<file path="src/rtl/timer16_cfg.svh">
// offsets, field positions, reset values and encodings of the timer block
`ifndef TIMER16_CFG_SVH
`define TIMER16_CFG_SVH
`define OFS_MODE 8'h00
`define OFS_CAPCTL 8'h04
`define OFS_OUTCTL 8'h08
`define OFS_PRESCALE 8'h0c
`define OFS_COUNT 8'h10
`define OFS_CCA 8'h14
`define OFS_CCB 8'h18
`define MODE_OVF_BIT 0
`define MODE_CTS_BIT 1
`define MODE_OP_LO 2
`define MODE_OP_HI 3
`define CAP_A_CAPTURE_BIT 0
`define CAP_A_SEL_BIT 1
`define CAP_B_CAPTURE_BIT 2
`define OUT_INV_A_BIT 0
`define OUT_INV_B_BIT 1
`define OUT_OSE_BIT 2
`define OUT_OST_BIT 3
`define PRE_DIV_LO 0
`define PRE_DIV_HI 1
`define PRE_EDGE_A_LO 2
`define PRE_EDGE_A_HI 3
`define PRE_EDGE_B_LO 4
`define PRE_EDGE_B_HI 5
`define EDGE_FALL 2'b00
`define EDGE_RISE 2'b01
`define RST_CC 16'h0000
`define COUNT_MAX 16'hffff
`define PREDIV_W 3
`define RESP_OKAY 2'b00
`define RESP_DECERR 2'b11
`endif

</file>
<file path="src/rtl/timer16_pkg.sv">
// types shared by the timer block
package timer16_pkg;
  typedef enum logic [1:0] {
    OP_STOP = 2'b00,
    OP_FREE = 2'b01,
    OP_TRIG_CLEAR = 2'b10,
    OP_PPG = 2'b11
  } op_mode_e;
  typedef enum logic [1:0] {
    OS_IDLE = 2'b01,
    OS_RUN = 2'b10
  } os_state_e;
  typedef struct packed {
    op_mode_e op_mode;
    logic capture_toggle_select;
    logic overflow_flag;
  } mode_ctrl_s;
  typedef struct packed {
    logic b_capture;
    logic a_trig_sel_a;
    logic a_capture;
  } capture_ctrl_s;
  typedef struct packed {
    logic one_shot_enable;
    logic invert_on_b;
    logic invert_on_a;
  } output_ctrl_s;
  typedef struct packed {
    logic [1:0] edge_b;
    logic [1:0] edge_a;
    logic [1:0] div_sel;
  } prescaler_s;
endpackage

</file>
<file path="src/rtl/timer16_capture_ppg_oneshot.sv">
// 16-bit timer with two capture/compare registers, pulse generation, one-shot and axi4-lite slave
`timescale 1ns/1ps
`include "timer16_cfg.svh"
// Contract
// - dual capture free-run leaves output unchanged
// - toggle select set inverts output on A edge
// - A edge captures into B, B edge into A
// - only B edges never load register B
// - compare match raises its interrupt, no clear
// - register A capture trigger selects A or B
// - register B captures only on A edges
// - count register read returns current count
// - mode 11 clears on A match, pulses output
// - period A+1, duty (B+1)/(A+1)
// - one-shot needs mode 01/10 and enable bit
// - one-shot trigger clears counter, emits one pulse
// - one-shot matches raise interrupts and invert output
// - mode 00 stops and initialises counter
// - width measurement in free-run and trigger-clear
// - free-run wrap sets overflow, keeps counting
// - mode 01 free-run, 10 clear on A edge
module timer16_capture_ppg_oneshot
  import timer16_pkg::*;
(
  input logic aclk,
  input logic aresetn,
  input logic [7:0] awaddr,
  input logic awvalid,
  output logic awready,
  input logic [31:0] wdata,
  input logic [3:0] wstrb,
  input logic wvalid,
  output logic wready,
  output logic [1:0] bresp,
  output logic bvalid,
  input logic bready,
  input logic [7:0] araddr,
  input logic arvalid,
  output logic arready,
  output logic [31:0] rdata,
  output logic [1:0] rresp,
  output logic rvalid,
  input logic rready,
  input logic trigger_input_a,
  input logic trigger_input_b,
  output logic timer_output_pin,
  output logic match_interrupt_a,
  output logic match_interrupt_b
);

  function automatic logic valid_edge(input logic prev, input logic cur, input logic [1:0] sel);
    logic rise;
    logic fall;
    rise = cur & ~prev;
    fall = prev & ~cur;
    if (sel == `EDGE_FALL) begin
      valid_edge = fall;
    end else if (sel == `EDGE_RISE) begin
      valid_edge = rise;
    end else begin
      valid_edge = rise | fall;
    end
  endfunction

  function automatic logic [31:0] merge(input logic [31:0] old, input logic [31:0] din, input logic [3:0] strb);
    merge = old;
    for (int i = 0; i < 4; i++) begin
      if (strb[i]) begin
        merge[i*8 +: 8] = din[i*8 +: 8];
      end
    end
  endfunction

  logic [1:0] sync_a_q;
  logic [1:0] sync_b_q;
  logic hist_a_q;
  logic hist_b_q;
  mode_ctrl_s mode_q;
  capture_ctrl_s cap_ctrl_q;
  output_ctrl_s out_ctrl_q;
  prescaler_s pre_q;
  logic [15:0] cnt_q;
  logic [15:0] cca_q;
  logic [15:0] ccb_q;
  logic [`PREDIV_W-1:0] prediv_q;
  os_state_e os_q;
  logic os_half_q;
  logic pin_q;
  logic irq_a_q;
  logic irq_b_q;
  logic awready_q;
  logic wready_q;
  logic bvalid_q;
  logic [1:0] bresp_q;
  logic arready_q;
  logic rvalid_q;
  logic [1:0] rresp_q;
  logic [31:0] rdata_q;
  logic [7:0] waddr_q;
  logic [31:0] wdata_q;
  logic [3:0] wstrb_q;

  // bus handshakes and register decode
  wire logic aw_hs = awvalid && awready_q;
  wire logic w_hs = wvalid && wready_q;
  wire logic ar_hs = arvalid && arready_q;
  wire logic do_write = !awready_q && !wready_q && !bvalid_q;
  wire logic wr_mode = do_write && waddr_q == `OFS_MODE;
  wire logic wr_cap = do_write && waddr_q == `OFS_CAPCTL;
  wire logic wr_out = do_write && waddr_q == `OFS_OUTCTL;
  wire logic wr_pre = do_write && waddr_q == `OFS_PRESCALE;
  wire logic wr_cca = do_write && waddr_q == `OFS_CCA;
  wire logic wr_ccb = do_write && waddr_q == `OFS_CCB;
  wire logic wr_hit = wr_mode || wr_cap || wr_out || wr_pre || wr_cca || wr_ccb
    || waddr_q == `OFS_COUNT;
  wire logic [31:0] mode_w = merge({28'h0, mode_q}, wdata_q, wstrb_q);
  wire logic [31:0] cap_w = merge({29'h0, cap_ctrl_q}, wdata_q, wstrb_q);
  wire logic [31:0] out_w = merge({29'h0, out_ctrl_q}, wdata_q, wstrb_q);
  wire logic [31:0] pre_w = merge({26'h0, pre_q}, wdata_q, wstrb_q);
  wire logic [31:0] cca_w = merge({16'h0, cca_q}, wdata_q, wstrb_q);
  wire logic [31:0] ccb_w = merge({16'h0, ccb_q}, wdata_q, wstrb_q);
  // trigger bit reads back as zero, so rewriting the control word is harmless
  wire logic ospt_wr = wr_out && out_w[`OUT_OST_BIT];
  wire logic rd_hit = araddr == `OFS_MODE || araddr == `OFS_CAPCTL || araddr == `OFS_OUTCTL
    || araddr == `OFS_PRESCALE || araddr == `OFS_COUNT || araddr == `OFS_CCA || araddr == `OFS_CCB;
  wire logic [31:0] rd_word =
    (araddr == `OFS_MODE) ? {28'h0, mode_q} :
    (araddr == `OFS_CAPCTL) ? {29'h0, cap_ctrl_q} :
    (araddr == `OFS_OUTCTL) ? {29'h0, out_ctrl_q} :
    (araddr == `OFS_PRESCALE) ? {26'h0, pre_q} :
    (araddr == `OFS_COUNT) ? {16'h0, cnt_q} :
    (araddr == `OFS_CCA) ? {16'h0, cca_q} :
    (araddr == `OFS_CCB) ? {16'h0, ccb_q} : 32'h0;

  // timer decode
  wire op_mode_e op = mode_q.op_mode;
  wire logic running = op != OP_STOP;
  wire logic [`PREDIV_W-1:0] div_mask = `PREDIV_W'((`PREDIV_W'(1) << pre_q.div_sel) - `PREDIV_W'(1));
  wire logic tick = running && (&(prediv_q | ~div_mask));
  wire logic edge_a = running && valid_edge(hist_a_q, sync_a_q[1], pre_q.edge_a);
  wire logic edge_b = running && valid_edge(hist_b_q, sync_b_q[1], pre_q.edge_b);
  wire logic dual_cap = cap_ctrl_q.a_capture && cap_ctrl_q.b_capture;
  wire logic match_a = tick && !cap_ctrl_q.a_capture && cnt_q == cca_q;
  wire logic match_b = tick && !cap_ctrl_q.b_capture && cnt_q == ccb_q;
  wire logic os_mode = out_ctrl_q.one_shot_enable && (op == OP_FREE || op == OP_TRIG_CLEAR);
  wire logic os_fire = os_mode && (ospt_wr || edge_a);
  wire logic trig_clear = op == OP_TRIG_CLEAR && edge_a;
  wire logic ppg_clear = op == OP_PPG && tick && cnt_q == cca_q;
  wire logic any_clear = os_fire || trig_clear || ppg_clear;
  wire logic ovf_set = tick && cnt_q == `COUNT_MAX && !any_clear;
  wire logic [15:0] cnt_d = !running ? `RST_CC : any_clear ? `RST_CC : tick ? cnt_q + 16'h0001 : cnt_q;
  // captures run in every counting mode, so both measurement styles work
  wire logic cap_a_hit = cap_ctrl_q.a_capture && (cap_ctrl_q.a_trig_sel_a ? edge_a : edge_b);
  wire logic cap_b_hit = cap_ctrl_q.b_capture && edge_a;
  wire logic os_toggle = match_a || match_b;
  wire logic cmp_toggle = (match_a && out_ctrl_q.invert_on_a) || (match_b && out_ctrl_q.invert_on_b);
  wire logic cap_toggle = dual_cap && mode_q.capture_toggle_select && edge_a;
  wire logic pin_toggle = (os_q == OS_RUN) ? os_toggle : (!os_mode && cmp_toggle) || cap_toggle;
  // output low past register B up to register A, so high time is B+1 counts
  wire logic pin_d = (op == OP_PPG) ? (cnt_d <= ccb_q) : pin_q ^ pin_toggle;

  // trigger pins: two flops, then history flop for edge detection
  always_ff @(posedge aclk) begin
    if (!aresetn) begin
      sync_a_q <= 2'b00;
      sync_b_q <= 2'b00;
      hist_a_q <= 1'b0;
      hist_b_q <= 1'b0;
    end else begin
      sync_a_q <= {sync_a_q[0], trigger_input_a};
      sync_b_q <= {sync_b_q[0], trigger_input_b};
      hist_a_q <= sync_a_q[1];
      hist_b_q <= sync_b_q[1];
    end
  end

  // control registers; overflow set wins over a software clear
  always_ff @(posedge aclk) begin
    if (!aresetn) begin
      mode_q <= '{op_mode: OP_STOP, capture_toggle_select: 1'b0, overflow_flag: 1'b0};
      cap_ctrl_q <= '0;
      out_ctrl_q <= '0;
      pre_q <= '0;
    end else begin
      if (wr_mode) begin
        mode_q.op_mode <= op_mode_e'(mode_w[`MODE_OP_HI:`MODE_OP_LO]);
        mode_q.capture_toggle_select <= mode_w[`MODE_CTS_BIT];
      end
      mode_q.overflow_flag <= ovf_set || (wr_mode ? mode_w[`MODE_OVF_BIT] : mode_q.overflow_flag);
      if (wr_cap) begin
        cap_ctrl_q <= '{b_capture: cap_w[`CAP_B_CAPTURE_BIT], a_trig_sel_a: cap_w[`CAP_A_SEL_BIT],
          a_capture: cap_w[`CAP_A_CAPTURE_BIT]};
      end
      if (wr_out) begin
        out_ctrl_q <= '{one_shot_enable: out_w[`OUT_OSE_BIT], invert_on_b: out_w[`OUT_INV_B_BIT],
          invert_on_a: out_w[`OUT_INV_A_BIT]};
      end
      if (wr_pre) begin
        pre_q <= '{edge_b: pre_w[`PRE_EDGE_B_HI:`PRE_EDGE_B_LO], edge_a: pre_w[`PRE_EDGE_A_HI:`PRE_EDGE_A_LO],
          div_sel: pre_w[`PRE_DIV_HI:`PRE_DIV_LO]};
      end
    end
  end

  // counter, prescaler and capture/compare registers; a capture beats a software write
  always_ff @(posedge aclk) begin
    if (!aresetn) begin
      cnt_q <= `RST_CC;
      cca_q <= `RST_CC;
      ccb_q <= `RST_CC;
      prediv_q <= '0;
    end else begin
      cnt_q <= cnt_d;
      prediv_q <= running ? prediv_q + `PREDIV_W'(1) : '0;
      cca_q <= cap_a_hit ? cnt_q : wr_cca ? cca_w[15:0] : cca_q;
      ccb_q <= cap_b_hit ? cnt_q : wr_ccb ? ccb_w[15:0] : ccb_q;
    end
  end

  // one-shot sequencer: two inversions make the single pulse
  always_ff @(posedge aclk) begin
    if (!aresetn) begin
      os_q <= OS_IDLE;
      os_half_q <= 1'b0;
    end else if (!os_mode) begin
      os_q <= OS_IDLE;
      os_half_q <= 1'b0;
    end else if (os_fire) begin
      os_q <= OS_RUN;
      os_half_q <= 1'b0;
    end else if (os_q == OS_RUN && os_toggle) begin
      os_q <= os_half_q ? OS_IDLE : OS_RUN;
      os_half_q <= ~os_half_q;
    end
  end

  always_ff @(posedge aclk) begin
    if (!aresetn) begin
      pin_q <= 1'b0;
      irq_a_q <= 1'b0;
      irq_b_q <= 1'b0;
    end else begin
      pin_q <= pin_d;
      irq_a_q <= match_a || cap_a_hit;
      irq_b_q <= match_b || cap_b_hit;
    end
  end

  // axi4-lite write path: address and data taken in either order
  always_ff @(posedge aclk) begin
    if (!aresetn) begin
      awready_q <= 1'b1;
      wready_q <= 1'b1;
      bvalid_q <= 1'b0;
      bresp_q <= `RESP_OKAY;
      waddr_q <= 8'h00;
      wdata_q <= 32'h0;
      wstrb_q <= 4'h0;
    end else begin
      if (aw_hs) begin
        awready_q <= 1'b0;
        waddr_q <= awaddr;
      end
      if (w_hs) begin
        wready_q <= 1'b0;
        wdata_q <= wdata;
        wstrb_q <= wstrb;
      end
      if (do_write) begin
        bvalid_q <= 1'b1;
        bresp_q <= wr_hit ? `RESP_OKAY : `RESP_DECERR;
      end else if (bvalid_q && bready) begin
        bvalid_q <= 1'b0;
        awready_q <= 1'b1;
        wready_q <= 1'b1;
      end
    end
  end

  always_ff @(posedge aclk) begin
    if (!aresetn) begin
      arready_q <= 1'b1;
      rvalid_q <= 1'b0;
      rresp_q <= `RESP_OKAY;
      rdata_q <= 32'h0;
    end else if (ar_hs) begin
      arready_q <= 1'b0;
      rvalid_q <= 1'b1;
      rdata_q <= rd_word;
      rresp_q <= rd_hit ? `RESP_OKAY : `RESP_DECERR;
    end else if (rvalid_q && rready) begin
      rvalid_q <= 1'b0;
      arready_q <= 1'b1;
    end
  end

  assign awready = awready_q;
  assign wready = wready_q;
  assign bvalid = bvalid_q;
  assign bresp = bresp_q;
  assign arready = arready_q;
  assign rvalid = rvalid_q;
  assign rresp = rresp_q;
  assign rdata = rdata_q;
  assign timer_output_pin = pin_q;
  assign match_interrupt_a = irq_a_q;
  assign match_interrupt_b = irq_b_q;
endmodule

</file>
<file path="config.mk">
export PLATFORM = sky130hd
export DESIGN_NAME = timer16_capture_ppg_oneshot
export DESIGN_NICKNAME = d
export VERILOG_FILES = /design/src/rtl/timer16_pkg.sv /design/src/rtl/timer16_capture_ppg_oneshot.sv
export VERILOG_INCLUDE_DIRS = /design/src /design/src/rtl
export SDC_FILE = /design/constraint.sdc
export NUM_CORES = 1
export LEC_CHECK = 0
export BUFFER_PORTS_ARGS = -buffer_cell sky130_fd_sc_hd__buf_2
export CORE_UTILIZATION = 64
export CTS_BUF_LIST = sky130_fd_sc_hd__clkbuf_2 sky130_fd_sc_hd__clkbuf_4 sky130_fd_sc_hd__clkbuf_8
export DETAILED_ROUTE_END_ITERATION = 10
export PLACE_DENSITY = 0.9
export SETUP_SLACK_MARGIN = 0.2
export SLEW_MARGIN = 20
export SYNTH_ARGS = -nofsm -noshare
export SYNTH_HDL_FRONTEND = slang
export SYNTH_SLANG_ARGS = --single-unit
</file>
<file path="constraint.sdc">
create_clock -name aclk -period 5.8 [get_ports aclk]
set_input_delay 0.87 -clock aclk [delete_from_list [all_inputs] [get_ports aclk]]
set_output_delay 0.87 -clock aclk [all_outputs]
set_load 0.005 [all_outputs]
</file>
==> results.yml <==
clock_network:
  post_cts_buffers: 0
  cts_sinks: 128
  cts_buffer_depth: 2
  cts_max_level: 4
  numCtsBuffers: 17
  cts_tree: "yes"
  cts_resized: 0
  hold_buffers: 0
  cts_root_buffer: "clkbuf_8"
  cts.clk_slew.worst_paths_ps: 80
  insertion_delay_ps: 450
routing:
  wl_met2_um: 7217
  drcViolationCount: 0
  drtAntennaViolNets: 0
  wl_met3_um: 1391
  dr.first_iter.drc_count: 414
  wirelength_um: 16500
  vias: 5952
  drt-met1-wl_um: 7504
  via_per_inst: 5.934
  routed.top_layer: "met4"
  drt_pass1_iterations: 5
  wire_per_inst_um: 16.45
placement:
  routabilityCongestion: 0.8945
  hpwl_um: 11500
  numPortBuffers: 70
  pre_cts_ws_ps: 1858
floorplan:
  ios: 105
  dieWidth_um: 105.7
  die_h_um: 105.7
  die_area_sq_mm: 0.01116
  rows: 37
  core_area_sq_mm: 0.01037
  start_util: 0.6631
finish:
  fin_nets: 940
  fillCellCount: 809
  antenna_cells: 0
  layout_common_cells: "dfxtp_1, nor2_1, nand2_1, a21oi_1, buf_2"
  syn_to_final_growth_pct: 8.424
  drive_gt1_frac: 0.1442
  layout_commonest_cell: "dfxtp_1"
global_routing:
  grt_max_degree: 58
  grt_first_pass_wirelength_um: 26990
  grtUsageTotal: 0.3072
  grt_overflow: 0
  grt_pass1_vias: 5322
  grt_antenna_before_repair: 0
pwr:
  cellPowerDensity_mw_per_mm2: 237.6
  ir_worst_vdd_v: 0.0001536
  leakagePower_nw: 3.373
  finalPower_mw: 1.772
worst_hold_path:
  hold_depth: 1
  hold_path_end: "sync_a_q[1]$_SDFF_PN0_"
  min_from: "sync_a_q[0]$_SDFF_PN0_"
  hold_path.class: "reg2reg"
logic_synthesis:
  synth_compound_area_frac: 0.1421
  synthCells: 822
  synth_edf_count: 0
  syn-cell-area_sq_mm: 0.006877
  async_reset_ff_frac: 0
  synthDistinctLibCells: 62
  synth_top_flop_cell: "dfxtp_1"
  synth_top_family_by_area: "simple AND/OR/NAND/NOR gates"
  avgSynthCellArea_sq_um: 8.366
  yosysSeqAreaShare: 0.3726
  yosysWarnings: 0
  synth_fa_ha_area_frac: 0.04549
  yosys.area_share.simple: 0.2018
  synthXorXnorAreaFrac: 0.06350
  synthMuxAreaShare: 0.09916
  synth-seq-cells: 128
setup_path:
  worst-path-max-fanout: 15
  cp.arrival_ps: 4500
  cp.buffers_inverters: 0
  r2r_cells: 13
  start_kind: "register"
  worstPathCellList: "nor4b_1 > nand3_1 > a21oi_1 > a221oi_2 > nand2_1 > nor2_1 > ha_1 > a21oi_1 > nor2_1 > nor4_1 > a2111oi_0 > a2111oi_0 > o221a_1"
  worstSetupPathType: "reg2reg"
  worstPathRequired_ps: 6190
  crit_family: "simple AND/OR/NAND/NOR gates"
  rr_startpoint: "waddr_q[3]$_SDFFE_PN0P_"
  ff2ff_setup_slack_ps: 1690
  endpoint_kind: "register"
  slowest_stage: "nor4b_1"
  crit_cells: 13
  reg2reg_to: "timer_output_pin$_SDFF_PN0_"
  setup.worst_path.start: "waddr_q[3]$_SDFFE_PN0P_"
  slowest_delay_ps: 720
timing:
  relSlewSlack: 0.3045
  finClkSkew_ps: 11.38
  rsz0062_at_grt: "no"
  worst_slack_ps: 1689
  period_share: 0.7088
  tightest_slew_ps: 1041
  whs_ps: 448.5
  maxSlewViolCount: 0
  tns_ps: 0
  post-route-min-period_ps: 4111
  setup_violations: 0
  hold_viol: 0
  max_clock_freq_ghz: 0.2433
flow_run:
  drv_cap: 0
run_status:
  status: "finished clean"
## state kept, by name (all words and copies together) (netlist names), 2 cells and up
name and flops:
cca_q 16, ccb_q 16, cnt_q 16, rdata 16, wdata_q 16, waddr_q 8
pre_q 6, cap_ctrl_q 3, out_ctrl_q 3, prediv_q 3, mode_q 2, op 2
os_q 2, sync_a_q 2, sync_b_q 2, wstrb_q 2
## how the worst max path moves through the flow
stage,endpoint
floorplan,timer_output_pin$_SDFF_PN0_
global placement,timer_output_pin$_SDFF_PN0_
detailed placement,timer_output_pin$_SDFF_PN0_
CTS,timer_output_pin$_SDFF_PN0_
global route,timer_output_pin$_SDFF_PN0_
finish,timer_output_pin$_SDFF_PN0_
## routing by layer
layer,up-vias,global-route usage
li1,2870,-
met5,-,0
met3,38,0.05937
met4,0,0.1280
met2,308,0.4613
met1,2736,0.4302
## cell usage after synthesis (5+ instances only)
| library cell | count | area [sq um] |
|---|---|---|
| a211oi_1 | 33 | 247.7 |
| nor2_1 | 122 | 457.9 |
| inv_1 | 28 | 105.1 |
| nor4_1 | 6 | 37.54 |
| nand4_1 | 14 | 87.58 |
| xnor2_1 | 6 | 52.55 |
| xor2_1 | 42 | 367.9 |
| dfxtp_1 | 128 | 2562 |
| nor2b_1 | 6 | 37.54 |
| buf_6 | 5 | 56.30 |
| a21o_1 | 5 | 37.54 |
| buf_4 | 19 | 142.6 |
| o21ai_0 | 13 | 65.06 |
| nand3_1 | 24 | 120.1 |
| buf_2 | 15 | 75.07 |
| ha_1 | 25 | 312.8 |
| nor3_1 | 15 | 75.07 |
| mux2i_1 | 61 | 610.6 |
| and2_1 | 8 | 50.05 |
| nand2_1 | 85 | 319.1 |
| clkbuf_1 | 31 | 116.4 |
| a21oi_1 | 70 | 350.3 |
## stage by stage
step                area [sq um]    util  cells
finish                      7456  0.7190   1003
global route                7456  0.7190   1003
CTS                         7456  0.7190   1003
detailed placement          7063  0.6811    971
global placement            7063  0.6811    971
floorplan                   6933       -    837
## kinds of logic after synthesis
| group | Yosys count |
|---|---|
| XOR/XNOR | 49 |
| flip-flops | 128 |
| adder cells (fa/ha/maj) | 25 |
| AO/OA/AOI/OAI | 149 |
| other | 1 |
| AND/OR/NAND/NOR | 302 |
| multiplexers | 65 |
| buffers and inverters | 103 |
## layout make-up
cell class	count	area, sq um	area share
clock buffer	19	255.2	0.03423
clock inverter	13	137.6	0.01846
inverter	29	108.9	0.01460
multi-input combinational	606	3856	0.5172
sequential	128	2562	0.3437
tap	136	170.2	0.02282
timing repair buffer	72	365.4	0.04900
## power breakdown
part           internal, mW  switching, mW
clock network         0.398          0.367
registers             0.895         0.0181
logic                0.0349         0.0593
total                  1.33          0.444
Note: power is estimated with default switching activity, not from simulation.
